**src/rtl/smc_defs.svh**
```systemverilog
// Register offsets, field positions, reset values and timing counts
`ifndef SMC_DEFS_SVH
`define SMC_DEFS_SVH
`define SMC_OFS_MODE        4'h0
`define SMC_OFS_WAKE        4'h4
`define SMC_OFS_STAT        4'h8
`define SMC_OFS_IMASK       4'hC
`define SMC_TH_LSB          0
`define SMC_TH_W            4
`define SMC_SMPL_LSB        8
`define SMC_SMPL_W          3
`define SMC_RSTEN_BIT       12
`define SMC_IEN_BIT         13
`define SMC_WAKEEN_BIT      1
`define SMC_ST_LIVE_BIT     0
`define SMC_ST_STICKY_BIT   1
`define SMC_TH_MAX          4'hF
`define SMC_MODE_RST        32'h00000000
`define SMC_PER_32          12'h01F
`define SMC_PER_256         12'h0FF
`define SMC_PER_2048        12'h7FF
`define SMC_PER_W           12
`endif

```
**src/rtl/smc_pkg.sv**
```systemverilog
// Types shared by the supply monitor control block
package smc_pkg;
  typedef enum logic [2:0] {
    SMC_SMPL_OFF,
    SMC_SMPL_CONT,
    SMC_SMPL_32,
    SMC_SMPL_256,
    SMC_SMPL_2048
  } smc_smpl_t;
  typedef struct packed {
    logic       irq_enable;
    logic       reset_enable;
    logic [2:0] sampling_sel;
    logic [3:0] threshold_sel;
  } smc_mode_t;
  typedef struct packed {
    logic detect_sticky;
    logic live_output;
  } smc_stat_t;
endpackage

```
**src/rtl/smc_sample_sched.sv**
```systemverilog
// Sampling scheduler: one-period enable every N slow-clock periods
`timescale 1ns/1ps
`default_nettype none
`include "smc_defs.svh"
module smc_sample_sched
  import smc_pkg::*;
#(
  parameter int W = `SMC_PER_W
) (
  input  wire logic       i_mclk,
  input  wire logic       i_rstn,
  input  wire logic       i_ce,
  input  wire logic       i_slck_tick,
  input  wire logic [2:0] i_sel,
  output logic            o_mon_en,
  output logic            o_meas_done
);
  logic [W-1:0] cnt_q;
  logic [W-1:0] per;
  logic         cont;
  logic         off;
  // Period terminal count from selection
  always_comb begin
    per  = '0;
    cont = 1'b0;
    off  = 1'b0;
    case (smc_smpl_t'(i_sel))
      SMC_SMPL_CONT: cont = 1'b1;
      SMC_SMPL_32:   per = `SMC_PER_32;
      SMC_SMPL_256:  per = `SMC_PER_256;
      SMC_SMPL_2048: per = `SMC_PER_2048;
      default:       off = 1'b1;
    endcase
  end
  // Slow-clock period counter
  always_ff @(posedge i_mclk or negedge i_rstn) begin
    if (!i_rstn) begin
      cnt_q <= '0;
    end else if (i_ce && i_slck_tick) begin
      if (cont || off || cnt_q >= per) begin
        cnt_q <= '0;
      end else begin
        cnt_q <= cnt_q + 1'b1;
      end
    end
  end
  // Enable one period: continuous or at count zero
  assign o_mon_en    = !off && (cont || cnt_q == '0);
  assign o_meas_done = o_mon_en && i_slck_tick && i_ce;
  a_sched_period: assert property (@(posedge i_mclk) disable iff (!i_rstn)
    (i_ce && i_slck_tick && o_mon_en && !cont && !off)
      |=> !o_mon_en || $changed(i_sel))
    else $error("monitor enabled two periods in a row");
endmodule
`default_nettype wire

```
**src/rtl/smc_sticky.sv**
```systemverilog
// Sticky event flag, set wins over clear
`timescale 1ns/1ps
`default_nettype none
module smc_sticky (
  input  wire logic i_mclk,
  input  wire logic i_rstn,
  input  wire logic i_ce,
  input  wire logic i_set,
  input  wire logic i_clr,
  output logic      o_flag
);
  // Set has priority over clear
  always_ff @(posedge i_mclk or negedge i_rstn) begin
    if (!i_rstn) begin
      o_flag <= 1'b0;
    end else if (i_ce) begin
      if (i_set) begin
        o_flag <= 1'b1;
      end else if (i_clr) begin
        o_flag <= 1'b0;
      end
    end
  end
  a_sticky_set: assert property (@(posedge i_mclk) disable iff (!i_rstn)
    (i_ce && i_set) |=> o_flag)
    else $error("sticky flag not set by event");
endmodule
`default_nettype wire

```
**src/rtl/smc_top.sv**
```systemverilog
// Supply monitor control: config, sampling, reset, wakeup, status, irq
//
// Local design decisions: register access over Avalon-MM and the placing of the registers.
`timescale 1ns/1ps
`default_nettype none
`include "smc_defs.svh"
module smc_top
  import smc_pkg::*;
(
  input  wire logic        i_mclk,
  input  wire logic        i_rstn,
  input  wire logic        i_ce,
  input  wire logic        i_slck_tick,
  input  wire logic        i_cmp_below,
  input  wire logic [3:0]  i_avs_address,
  input  wire logic        i_avs_read,
  input  wire logic        i_avs_write,
  input  wire logic [31:0] i_avs_writedata,
  input  wire logic [3:0]  i_avs_byteenable,
  output logic [31:0]      o_avs_readdata,
  output logic             o_avs_waitrequest,
  output logic             o_avs_readdatavalid,
  output logic [3:0]       o_threshold_sel,
  output logic             o_mon_en,
  output logic             o_core_nreset,
  output logic             o_wakeup,
  output logic             o_irq
);
  ////////////////////////////////////////////////////////////////////
  smc_mode_t  mode_q;
  logic       wake_en_q;
  logic       live_q;
  logic       sticky;
  logic       irq_mask_q;
  logic       ack_q;
  logic       meas_done;
  logic       detect;
  logic       rd_stat;
  logic       wr_sel;
  logic       rd_sel;
  logic [31:0] rdata_d;
  logic [31:0] rdata_q;
  logic       nreset_q;
  logic       wakeup_q;
  ////////////////////////////////////////////////////////////////////
  // Bus: one wait cycle then answer; a write lands when waitrequest is low
  assign wr_sel = i_avs_write && ack_q;
  assign rd_sel = i_avs_read && !ack_q;
  assign o_avs_waitrequest = (i_avs_read || i_avs_write) && !ack_q;
  always_ff @(posedge i_mclk or negedge i_rstn) begin
    if (!i_rstn) begin
      ack_q <= 1'b0;
    end else if (i_ce) begin
      ack_q <= (i_avs_read || i_avs_write) && !ack_q;
    end
  end
  // Mode register write, byte enables honoured
  always_ff @(posedge i_mclk or negedge i_rstn) begin
    if (!i_rstn) begin
      mode_q <= smc_mode_t'(9'(`SMC_MODE_RST));
    end else if (i_ce && wr_sel && i_avs_address == `SMC_OFS_MODE) begin
      if (i_avs_byteenable[0]) begin
        mode_q.threshold_sel <= i_avs_writedata[`SMC_TH_LSB +: `SMC_TH_W];
      end
      if (i_avs_byteenable[1]) begin
        mode_q.sampling_sel <=
          i_avs_writedata[`SMC_SMPL_LSB +: `SMC_SMPL_W];
        mode_q.reset_enable <= i_avs_writedata[`SMC_RSTEN_BIT];
        mode_q.irq_enable   <= i_avs_writedata[`SMC_IEN_BIT];
      end
    end
  end
  // Wakeup config and interrupt mask
  always_ff @(posedge i_mclk or negedge i_rstn) begin
    if (!i_rstn) begin
      wake_en_q  <= 1'b0;
      irq_mask_q <= 1'b0;
    end else if (i_ce && wr_sel && i_avs_byteenable[0]) begin
      if (i_avs_address == `SMC_OFS_WAKE) begin
        wake_en_q <= i_avs_writedata[`SMC_WAKEEN_BIT];
      end else if (i_avs_address == `SMC_OFS_IMASK) begin
        irq_mask_q <= i_avs_writedata[`SMC_ST_STICKY_BIT];
      end
    end
  end
  ////////////////////////////////////////////////////////////////////
  // Sampling schedule
  smc_sample_sched #(
    .W (`SMC_PER_W)
  ) u_sched (
    .i_mclk      (i_mclk),
    .i_rstn      (i_rstn),
    .i_ce        (i_ce),
    .i_slck_tick (i_slck_tick),
    .i_sel       (mode_q.sampling_sel),
    .o_mon_en    (o_mon_en),
    .o_meas_done (meas_done)
  );
  assign o_threshold_sel = mode_q.threshold_sel;
  // Comparator taken at end of each enabled slow period
  assign detect = meas_done && i_cmp_below;
  always_ff @(posedge i_mclk or negedge i_rstn) begin
    if (!i_rstn) begin
      live_q <= 1'b0;
    end else if (i_ce && meas_done) begin
      live_q <= i_cmp_below;
    end
  end
  // Sticky flag cleared by status read, set wins
  assign rd_stat = rd_sel && i_avs_address == `SMC_OFS_STAT;
  smc_sticky u_sticky (
    .i_mclk (i_mclk),
    .i_rstn (i_rstn),
    .i_ce   (i_ce),
    .i_set  (detect),
    .i_clr  (rd_stat),
    .o_flag (sticky)
  );
  // Reset and wakeup pulses, registered
  always_ff @(posedge i_mclk or negedge i_rstn) begin
    if (!i_rstn) begin
      nreset_q <= 1'b1;
      wakeup_q <= 1'b0;
    end else if (i_ce) begin
      nreset_q <= !(detect && mode_q.reset_enable);
      wakeup_q <= detect && wake_en_q;
    end
  end
  assign o_core_nreset = nreset_q;
  assign o_wakeup      = wakeup_q;
  // Interrupt level
  assign o_irq = sticky && mode_q.irq_enable && irq_mask_q;
  ////////////////////////////////////////////////////////////////////
  // Read mux, captured before the clear takes effect
  always_comb begin
    rdata_d = 32'h00000000;
    if (i_avs_address == `SMC_OFS_MODE) begin
      rdata_d[`SMC_TH_LSB +: `SMC_TH_W]     = mode_q.threshold_sel;
      rdata_d[`SMC_SMPL_LSB +: `SMC_SMPL_W] = mode_q.sampling_sel;
      rdata_d[`SMC_RSTEN_BIT]               = mode_q.reset_enable;
      rdata_d[`SMC_IEN_BIT]                 = mode_q.irq_enable;
    end else if (i_avs_address == `SMC_OFS_WAKE) begin
      rdata_d[`SMC_WAKEEN_BIT] = wake_en_q;
    end else if (i_avs_address == `SMC_OFS_STAT) begin
      rdata_d[`SMC_ST_LIVE_BIT]   = live_q;
      rdata_d[`SMC_ST_STICKY_BIT] = sticky;
    end else if (i_avs_address == `SMC_OFS_IMASK) begin
      rdata_d[`SMC_ST_STICKY_BIT] = irq_mask_q;
    end
  end
  always_ff @(posedge i_mclk or negedge i_rstn) begin
    if (!i_rstn) begin
      rdata_q <= 32'h00000000;
    end else if (i_ce && rd_sel) begin
      rdata_q <= rdata_d;
    end
  end
  assign o_avs_readdata      = rdata_q;
  assign o_avs_readdatavalid = ack_q && i_avs_read;
  ////////////////////////////////////////////////////////////////////
  a_reset_on_detect: assert property (@(posedge i_mclk) disable iff (!i_rstn)
    (i_ce && detect && mode_q.reset_enable) |=> !o_core_nreset)
    else $error("core reset not asserted on detection");
  a_no_spurious_rst: assert property (@(posedge i_mclk) disable iff (!i_rstn)
    (i_ce && !(detect && mode_q.reset_enable)) |=> o_core_nreset)
    else $error("core reset asserted without cause");
  a_wakeup_detect: assert property (@(posedge i_mclk) disable iff (!i_rstn)
    (i_ce && detect && wake_en_q) |=> o_wakeup)
    else $error("wakeup missing on detection");
  a_live_refresh: assert property (@(posedge i_mclk) disable iff (!i_rstn)
    (i_ce && meas_done) |=> live_q == $past(i_cmp_below))
    else $error("live status not refreshed");
  a_sticky_clear: assert property (@(posedge i_mclk) disable iff (!i_rstn)
    (i_ce && rd_stat && !detect) |=> !sticky)
    else $error("status read did not clear sticky bit");
  a_sticky_hold: assert property (@(posedge i_mclk) disable iff (!i_rstn)
    (i_ce && sticky && !detect && !rd_stat) |=> sticky)
    else $error("sticky bit lost without a status read");
  a_live_hold: assert property (@(posedge i_mclk) disable iff (!i_rstn)
    (i_ce && !meas_done) |=> $stable(live_q))
    else $error("live status changed between measurements");
  a_wake_quiet: assert property (@(posedge i_mclk) disable iff (!i_rstn)
    (i_ce && !(detect && wake_en_q)) |=> !o_wakeup)
    else $error("wakeup raised without cause");
  a_mon_off: assert property (@(posedge i_mclk) disable iff (!i_rstn)
    (mode_q.sampling_sel == 3'h0) |-> !o_mon_en)
    else $error("monitor enabled while sampling is off");
  // Bus answers after exactly one wait cycle
  a_wait_one: assert property (@(posedge i_mclk) disable iff (!i_rstn)
    (i_ce && (i_avs_read || i_avs_write) && o_avs_waitrequest)
      |=> !o_avs_waitrequest)
    else $error("waitrequest held longer than one cycle");
  a_rdvalid_read: assert property (@(posedge i_mclk) disable iff (!i_rstn)
    o_avs_readdatavalid |-> (i_avs_read && !o_avs_waitrequest))
    else $error("read data valid outside a read answer");
  // Clock enable low freezes all state
  a_ce_freeze: assert property (@(posedge i_mclk) disable iff (!i_rstn)
    !i_ce |=> ($stable(mode_q) && $stable(sticky) && $stable(live_q)
      && $stable(o_core_nreset) && $stable(o_wakeup)))
    else $error("state moved while clock enable low");
  a_irq_level: assert property (@(posedge i_mclk) disable iff (!i_rstn)
    o_irq == (sticky && mode_q.irq_enable && irq_mask_q))
    else $error("interrupt level wrong");
  a_cont_enable: assert property (@(posedge i_mclk) disable iff (!i_rstn)
    (mode_q.sampling_sel == 3'h1) |-> o_mon_en)
    else $error("continuous mode not enabled");
  a_thresh_out: assert property (@(posedge i_mclk) disable iff (!i_rstn)
    (i_ce && wr_sel && i_avs_address == `SMC_OFS_MODE && i_avs_byteenable[0])
      |=> o_threshold_sel == $past(i_avs_writedata[3:0]))
    else $error("threshold not applied");
endmodule
`default_nettype wire

```
**config.mk**
```make
export PLATFORM = sky130hd
export DESIGN_NAME = smc_top
export DESIGN_NICKNAME = d
export VERILOG_FILES = /design/src/rtl/smc_pkg.sv /design/src/rtl/smc_sample_sched.sv /design/src/rtl/smc_sticky.sv /design/src/rtl/smc_top.sv
export VERILOG_INCLUDE_DIRS = /design/src /design/src/rtl
export SDC_FILE = /design/constraint.sdc
export NUM_CORES = 1
export LEC_CHECK = 0
export BUFFER_PORTS_ARGS = -buffer_cell sky130_fd_sc_hd__buf_4
export CORE_AREA = 4 4 73 75
export CTS_CLUSTER_SIZE = 16
export DETAILED_ROUTE_END_ITERATION = 6
export DIE_AREA = 0 0 77 79
export PLACE_DENSITY = 0.78
export SLEW_MARGIN = 20
export SYNTH_ARGS = -nofsm -noshare
export SYNTH_HDL_FRONTEND = slang
export SYNTH_SLANG_ARGS = --single-unit
export TNS_END_PERCENT = 10
```
**constraint.sdc**
```tcl
create_clock -name i_mclk -period 3.4 [get_ports i_mclk]
set_clock_uncertainty 0.15 [all_clocks]
set_input_delay 0.34 -clock i_mclk [delete_from_list [all_inputs] [get_ports i_mclk]]
set_output_delay 0.34 -clock i_mclk [all_outputs]
set_load 0.02 [all_outputs]
```
**Yosys cells after proc, flatten, opt, wreduce, memory -nomap -nowiden**

Index checks and enable logic that the tools add are counted.

- Bits of input ports: 47
- Bits in registers: 37
- ROM bits: 0
- Bits in latches: 0
- RAM bits: 0
- Memories: 0

- Shift operators: 0
- Equality and inequality tests: 7
- Bitwise operators: 1
- Reduce and logical (&&, ||, !) cells: 34
- Order comparisons: 1
- $mul: 0
- Mux-type cells: 15
- $add $sub $neg: 1
- Div/mod/pow operators: 0

Operators with widths:

| kind | number |
|---|---|
| $pmux 11 s3 | 1 |
| $logic_and 1x1->1 | 19 |
| $add 12x1->12 const B | 1 |
| $ge 12x11->1 | 1 |
| $logic_not 12->1 | 1 |
| $mux 12 | 1 |
| $mux 1 | 9 |
| $eq 4x4->1 const B | 2 |
| $reduce_and 2->1 | 4 |
| $eq 3x2->1 const B | 2 |
| $mux 2 | 3 |
| $eq 4x3->1 const B | 1 |
| $logic_not 4->1 | 1 |
| $logic_or 1x1->1 | 4 |
| $reduce_or 4->1 | 1 |
| $eq 3x1->1 const B | 1 |
| $eq 3x3->1 const B | 1 |
| $mux 3 | 1 |
| $reduce_and 3->1 | 1 |
| $logic_not 1->1 | 2 |
| $reduce_bool 2->1 | 1 |
| $not 1->1 | 1 |

**Depth between registers and ports, before layout**

- Depth after elaboration: 9
- Depth in mapped cells: 8
- Mapped depth without buffers: 8

**Hierarchy**

From an unflattened synthesis, not the netlist that was laid out.

- Cells, all modules: 233
- Area, all modules: 2301.0 um2

Modules (own cells, without submodules):

| module | area an instance (um2) | cells each | sequential area each (um2) | instances |
|---|---|---|---|---|
| smc_top | 1285.0 | 119 | 601.8 | 1 |
| smc_sample_sched | 978.4 | 111 | 300.3 | 1 |
| smc_sticky | 37.5 | 3 | 25.0 | 1 |

**Worst setup path before layout**

No wires, ideal clock.

- Kind: register to register
- Start point: register mode_q[5] in the netlist's numbering
- End point: register u_sched.cnt_q[2]
- Cell stages (with the launch flop): 9
- Setup slack: 1049 ps
- Path buffers: 0
- Data arrival time: 2100 ps
- Library setup time: 101 ps
- Required time: 3149 ps
- Cell sequence: dfrtp_1 nor3b_4 inv_2 ha_1 a21o_1 a221o_1 nor4_4 nand2_2 o311ai_2

- Word-level cells in the longest chain between the ends: 6
- Elaborated cells between the ends (all ways): 12

Ends and longest elaborated chain:

| what | RTL line | RTL |
|---|---|---|
| start: declaration | smc_top.sv:30 | `smc_mode_t mode_q;` |
| start signal: assignment | smc_top.sv:60 | `` mode_q <= smc_mode_t'(9'(`SMC_MODE_RST)); `` |
| branches (longest 4 deep; another with $ge 12x11->1) | n/a |  |
| $logic_or 1x1->1 (*) | smc_sample_sched.sv:40 | `if (cont \|\| off \|\| cnt_q >= per) begin` |
| $mux 12 (*) | smc_sample_sched.sv:40 |  |
| end signal: assignment | smc_sample_sched.sv:43 | `cnt_q <= cnt_q + 1'b1;` |
| end: declaration | smc_sample_sched.sv:18 | `logic [W-1:0] cnt_q;` |

Mark *: on every way between the ends.
A chain may end at the register's enable or synchronous reset.

**Worst setup path after layout**

Same ends and word-level chain as after synthesis.

==> qor.txt <==
setup violators final -> 0
Crit Path Category -> reg -> reg
Clock Latency Late Sink -> 0.28 ns
Sw Ratio -> 0.303
post-layout minimum cycle time -> 2.64 ns
antenna diode count -> 0
Worst path max stage delay -> 0.48 ns
clock share of power -> 0.325
CTS buffer count -> 5
outcome -> completed
synthesized flop and latch total -> 37
Ys Warns -> 0
clock transition at the registers of the reported paths -> 0.08 ns
clock buffer depth -> 2
Comb power frac -> 0.238
Inst Count DP -> 304
Fin Setup TNS -> 0 ns
antenna violations before repair -> 0
average routed wire per standard cell -> 13.6 um
die height -> 79 um
post-CTS sizing -> 0
HPWL Detailed -> 3230 um
Synth Instances -> 223
Worst Tran Pin Value -> 0.617 ns
H-tree depth -> 2
PnR worst setup slack -> 0.764 ns
final wirelength -> 4260 um
pre-CTS setup slack -> 0.786 ns
IO Port Bufs -> 40
vias in the first global route -> 1619
worst-path fanout max -> 7
worst path required time -> 3.43 ns
FMAX -> 0.379 GHz
worst vdd ir -> 0.000282 V
Final Cycle Share -> 0.775
maxcap violations -> 0
starting density of the core -> 0.472
die area -> 6080 um^2
Arr. time, crit path -> 2.67 ns
die width -> 77 um
CP Cell Sequence -> nor3b_4 -> inv_2 -> ha_1 -> a21o_1 -> a221o_1 -> nor4_4 -> nand2_2 -> o311ai_2
layout cell share with drive strength beyond 1 -> 0.286
asr flop ratio synth -> 1.00
CTS tree -> done
nets -> 314
Pre-Repair DR Iteration Count -> 5
core area -> 4660 um^2
mapped cell area -> 2200 um^2
GR Util All Layers -> 0.150
total number of vias -> 1640
post-synthesis sequential area ratio -> 0.422
Setup Buffers After CTS -> 0
total grt overflow -> 0
Primary FF master, synth -> dfrtp_1
DR iter-0 viols -> 83
vias per inst -> 5.24
synth unique cells -> 43
power density over the cells -> 458 nW/um^2
element type at the critical path end -> register
largest net degree at the start of global routing -> 38
Seq pwr share -> 0.436
row cnt -> 25
Final Non-Filler Cells -> 313
CP startpoint kind -> register
drt drc -> 0
Avg Cell Area, Syn -> 9.86 um^2
RD Place Congestion -> 0.747
Syn-to-layout area delta -> 15.6%
LEAKAGE -> 0.00123 uW
clock sink total -> 37
# IOs -> 89
slew margin rel. -> 0.587
Post-synth EDFFs -> 0
Worst Hold Class -> in -> reg
Power Internal -> 812 uW
unrepaired setup endpoints after global routing -> false
sw power -> 353 uW
Antenna Nets Post-Route -> 0
first-pass GRT wire length -> 7470 um
Final Hold Viols -> 0
Root Driver -> clkbuf_8
Crit-path slowest cell -> dfrtp_1
Final Max Tran Viols -> 0
==> state kept, by name, indices dropped and copies added, names as in the netlist <==
signal and flops:
ack_q 1, irq_mask_q 1, live_q 1, mode_q 5
o_avs_readdata 9, o_core_nreset 1, o_threshold_sel 4, o_wakeup 1
u_sched.cnt_q 12, u_sticky.o_flag 1, wake_en_q 1
==> kinds of logic (layout without fill, tap and decap cells) <==
kind of cell | Yosys count | count (layout) | synth area share
AOI/OAI and AO/OA | 28 | 28 | 0.0842
xor gates and xnor gates | 9 | 9 | 0.0359
adders and majority gates | 9 | 9 | 0.0512
buffers and inverters | 41 | 55 | 0.116
DFF | 37 | 37 | 0.422
muxes | 14 | 14 | 0.0763
other | 1 | 23 | 0.00171
and+or+nand+nor | 84 | 84 | 0.213
==> cell usage in the layout (no fill, tap or decap), drive strengths merged, types with 2 or more instances in the layout <==
master and n:
nand4 7, nand4b 2, and2 3, ha 9, nor4 3, nor3 3, nand3b 2, o21ai 12
nand3 7, and3 5, nor2 19, xnor2 3, clkbuf 5, and2b 3, xor2 6, inv 6
mux2 12, dfrtp 36, a21oi 6, buf 40, conb 23, nand2 26
==> layer usage <==
layer / vias to the layer above / track usage / wire length [um]
met5: - / 0 / 0
li1: 797 / - / -
met1: 786 / 0.187 / 1860
met3: 5 / 0.0204 / 185
met4: 0 / 0.0587 / 63
met2: 52 / 0.265 / 2150
==> cell usage after synthesis (2+ instances only) <==
cell	number	area share
and3_1	5	0.014
buf_4	27	0.092
ha_1	9	0.051
a21oi_1	5	0.011
nand4_1	7	0.020
nor4_4	2	0.019
xnor2_1	3	0.012
inv_1	5	0.0085
xor2_1	6	0.024
o21ai_0	12	0.027
nor3_1	3	0.0068
and2_1	3	0.0085
nand4b_1	2	0.0080
nand2_1	25	0.043
nor2_1	19	0.032
nand3_1	7	0.016
and2b_2	3	0.012
mux2_2	12	0.061
clkbuf_1	8	0.014
dfrtp_1	36	0.41
nand3b_1	2	0.0068
==> power by group through the flow <==
stage                     combinational [uW]  clock [uW]  sequential (uW)
after floorplan                          214           0              511
after global placement                   271           0              514
after detailed placement                 278           0              516
after CTS                                280         385              508
after global routing                     310         409              512
final                                    277         379              508
==> repair_timing <==
action,in CTS,in global routing
endpoints found under the setup margin,0,0
endpoints found under the hold margin,36,0
hold buffers,1,0
==> path summary, 6_finish.rpt <==
path	start	endpoint	slack, ns	cells past startpoint
max	mode_q[5]	u_sched.cnt_q[2]	0.76	8
min	i_cmp_below	o_core_nreset	0.09	2
max reg2reg	mode_q[5]	u_sched.cnt_q[2]	0.76	8
min reg2reg	mode_q[7]	o_core_nreset	0.32	1
max in group asynchronous	i_rstn	o_core_nreset	2.35	2
min in group asynchronous	i_rstn	u_sched.cnt_q[3]	0.40	2
==> cell type report <==
cell class                      count  area [um^2]
Clock inverter                      3         46.3
Clock buffer                        5         68.8
Fill cell                         427         2120
Inverter                            6         22.5
Multi-Input combinational cell    167         1100
Tap cell                           54         67.6
Sequential cell                    37          927
Timing Repair Buffer               41          310
==> worst max-delay path: cells and delay by family, from the launching register on <==
family | cells | cell delay [ns]
adders and majority gates | 1 | 0.30
AOI/OAI and AO/OA | 3 | 0.78
and+or+nand+nor | 3 | 0.72
DFF | 1 | 0.48
buffers and inverters | 1 | 0.11
==> through the flow <==
stage / hold slack, ns / power, uW / cell area [um^2] / util
3_3_place_gp: 0.180 / 786 / 2420 / 0.518
6_report: 0.0856 / 1160 / 2540 / 0.545
5_1_grt: 0.0948 / 1230 / 2540 / 0.545
4_1_cts: 0.0922 / 1170 / 2540 / 0.545
2_1_floorplan: -0.106 / 725 / 2280 / -
3_5_place_dp: 0.178 / 794 / 2420 / 0.518
Note: power is estimated with default switching activity, not from simulation.
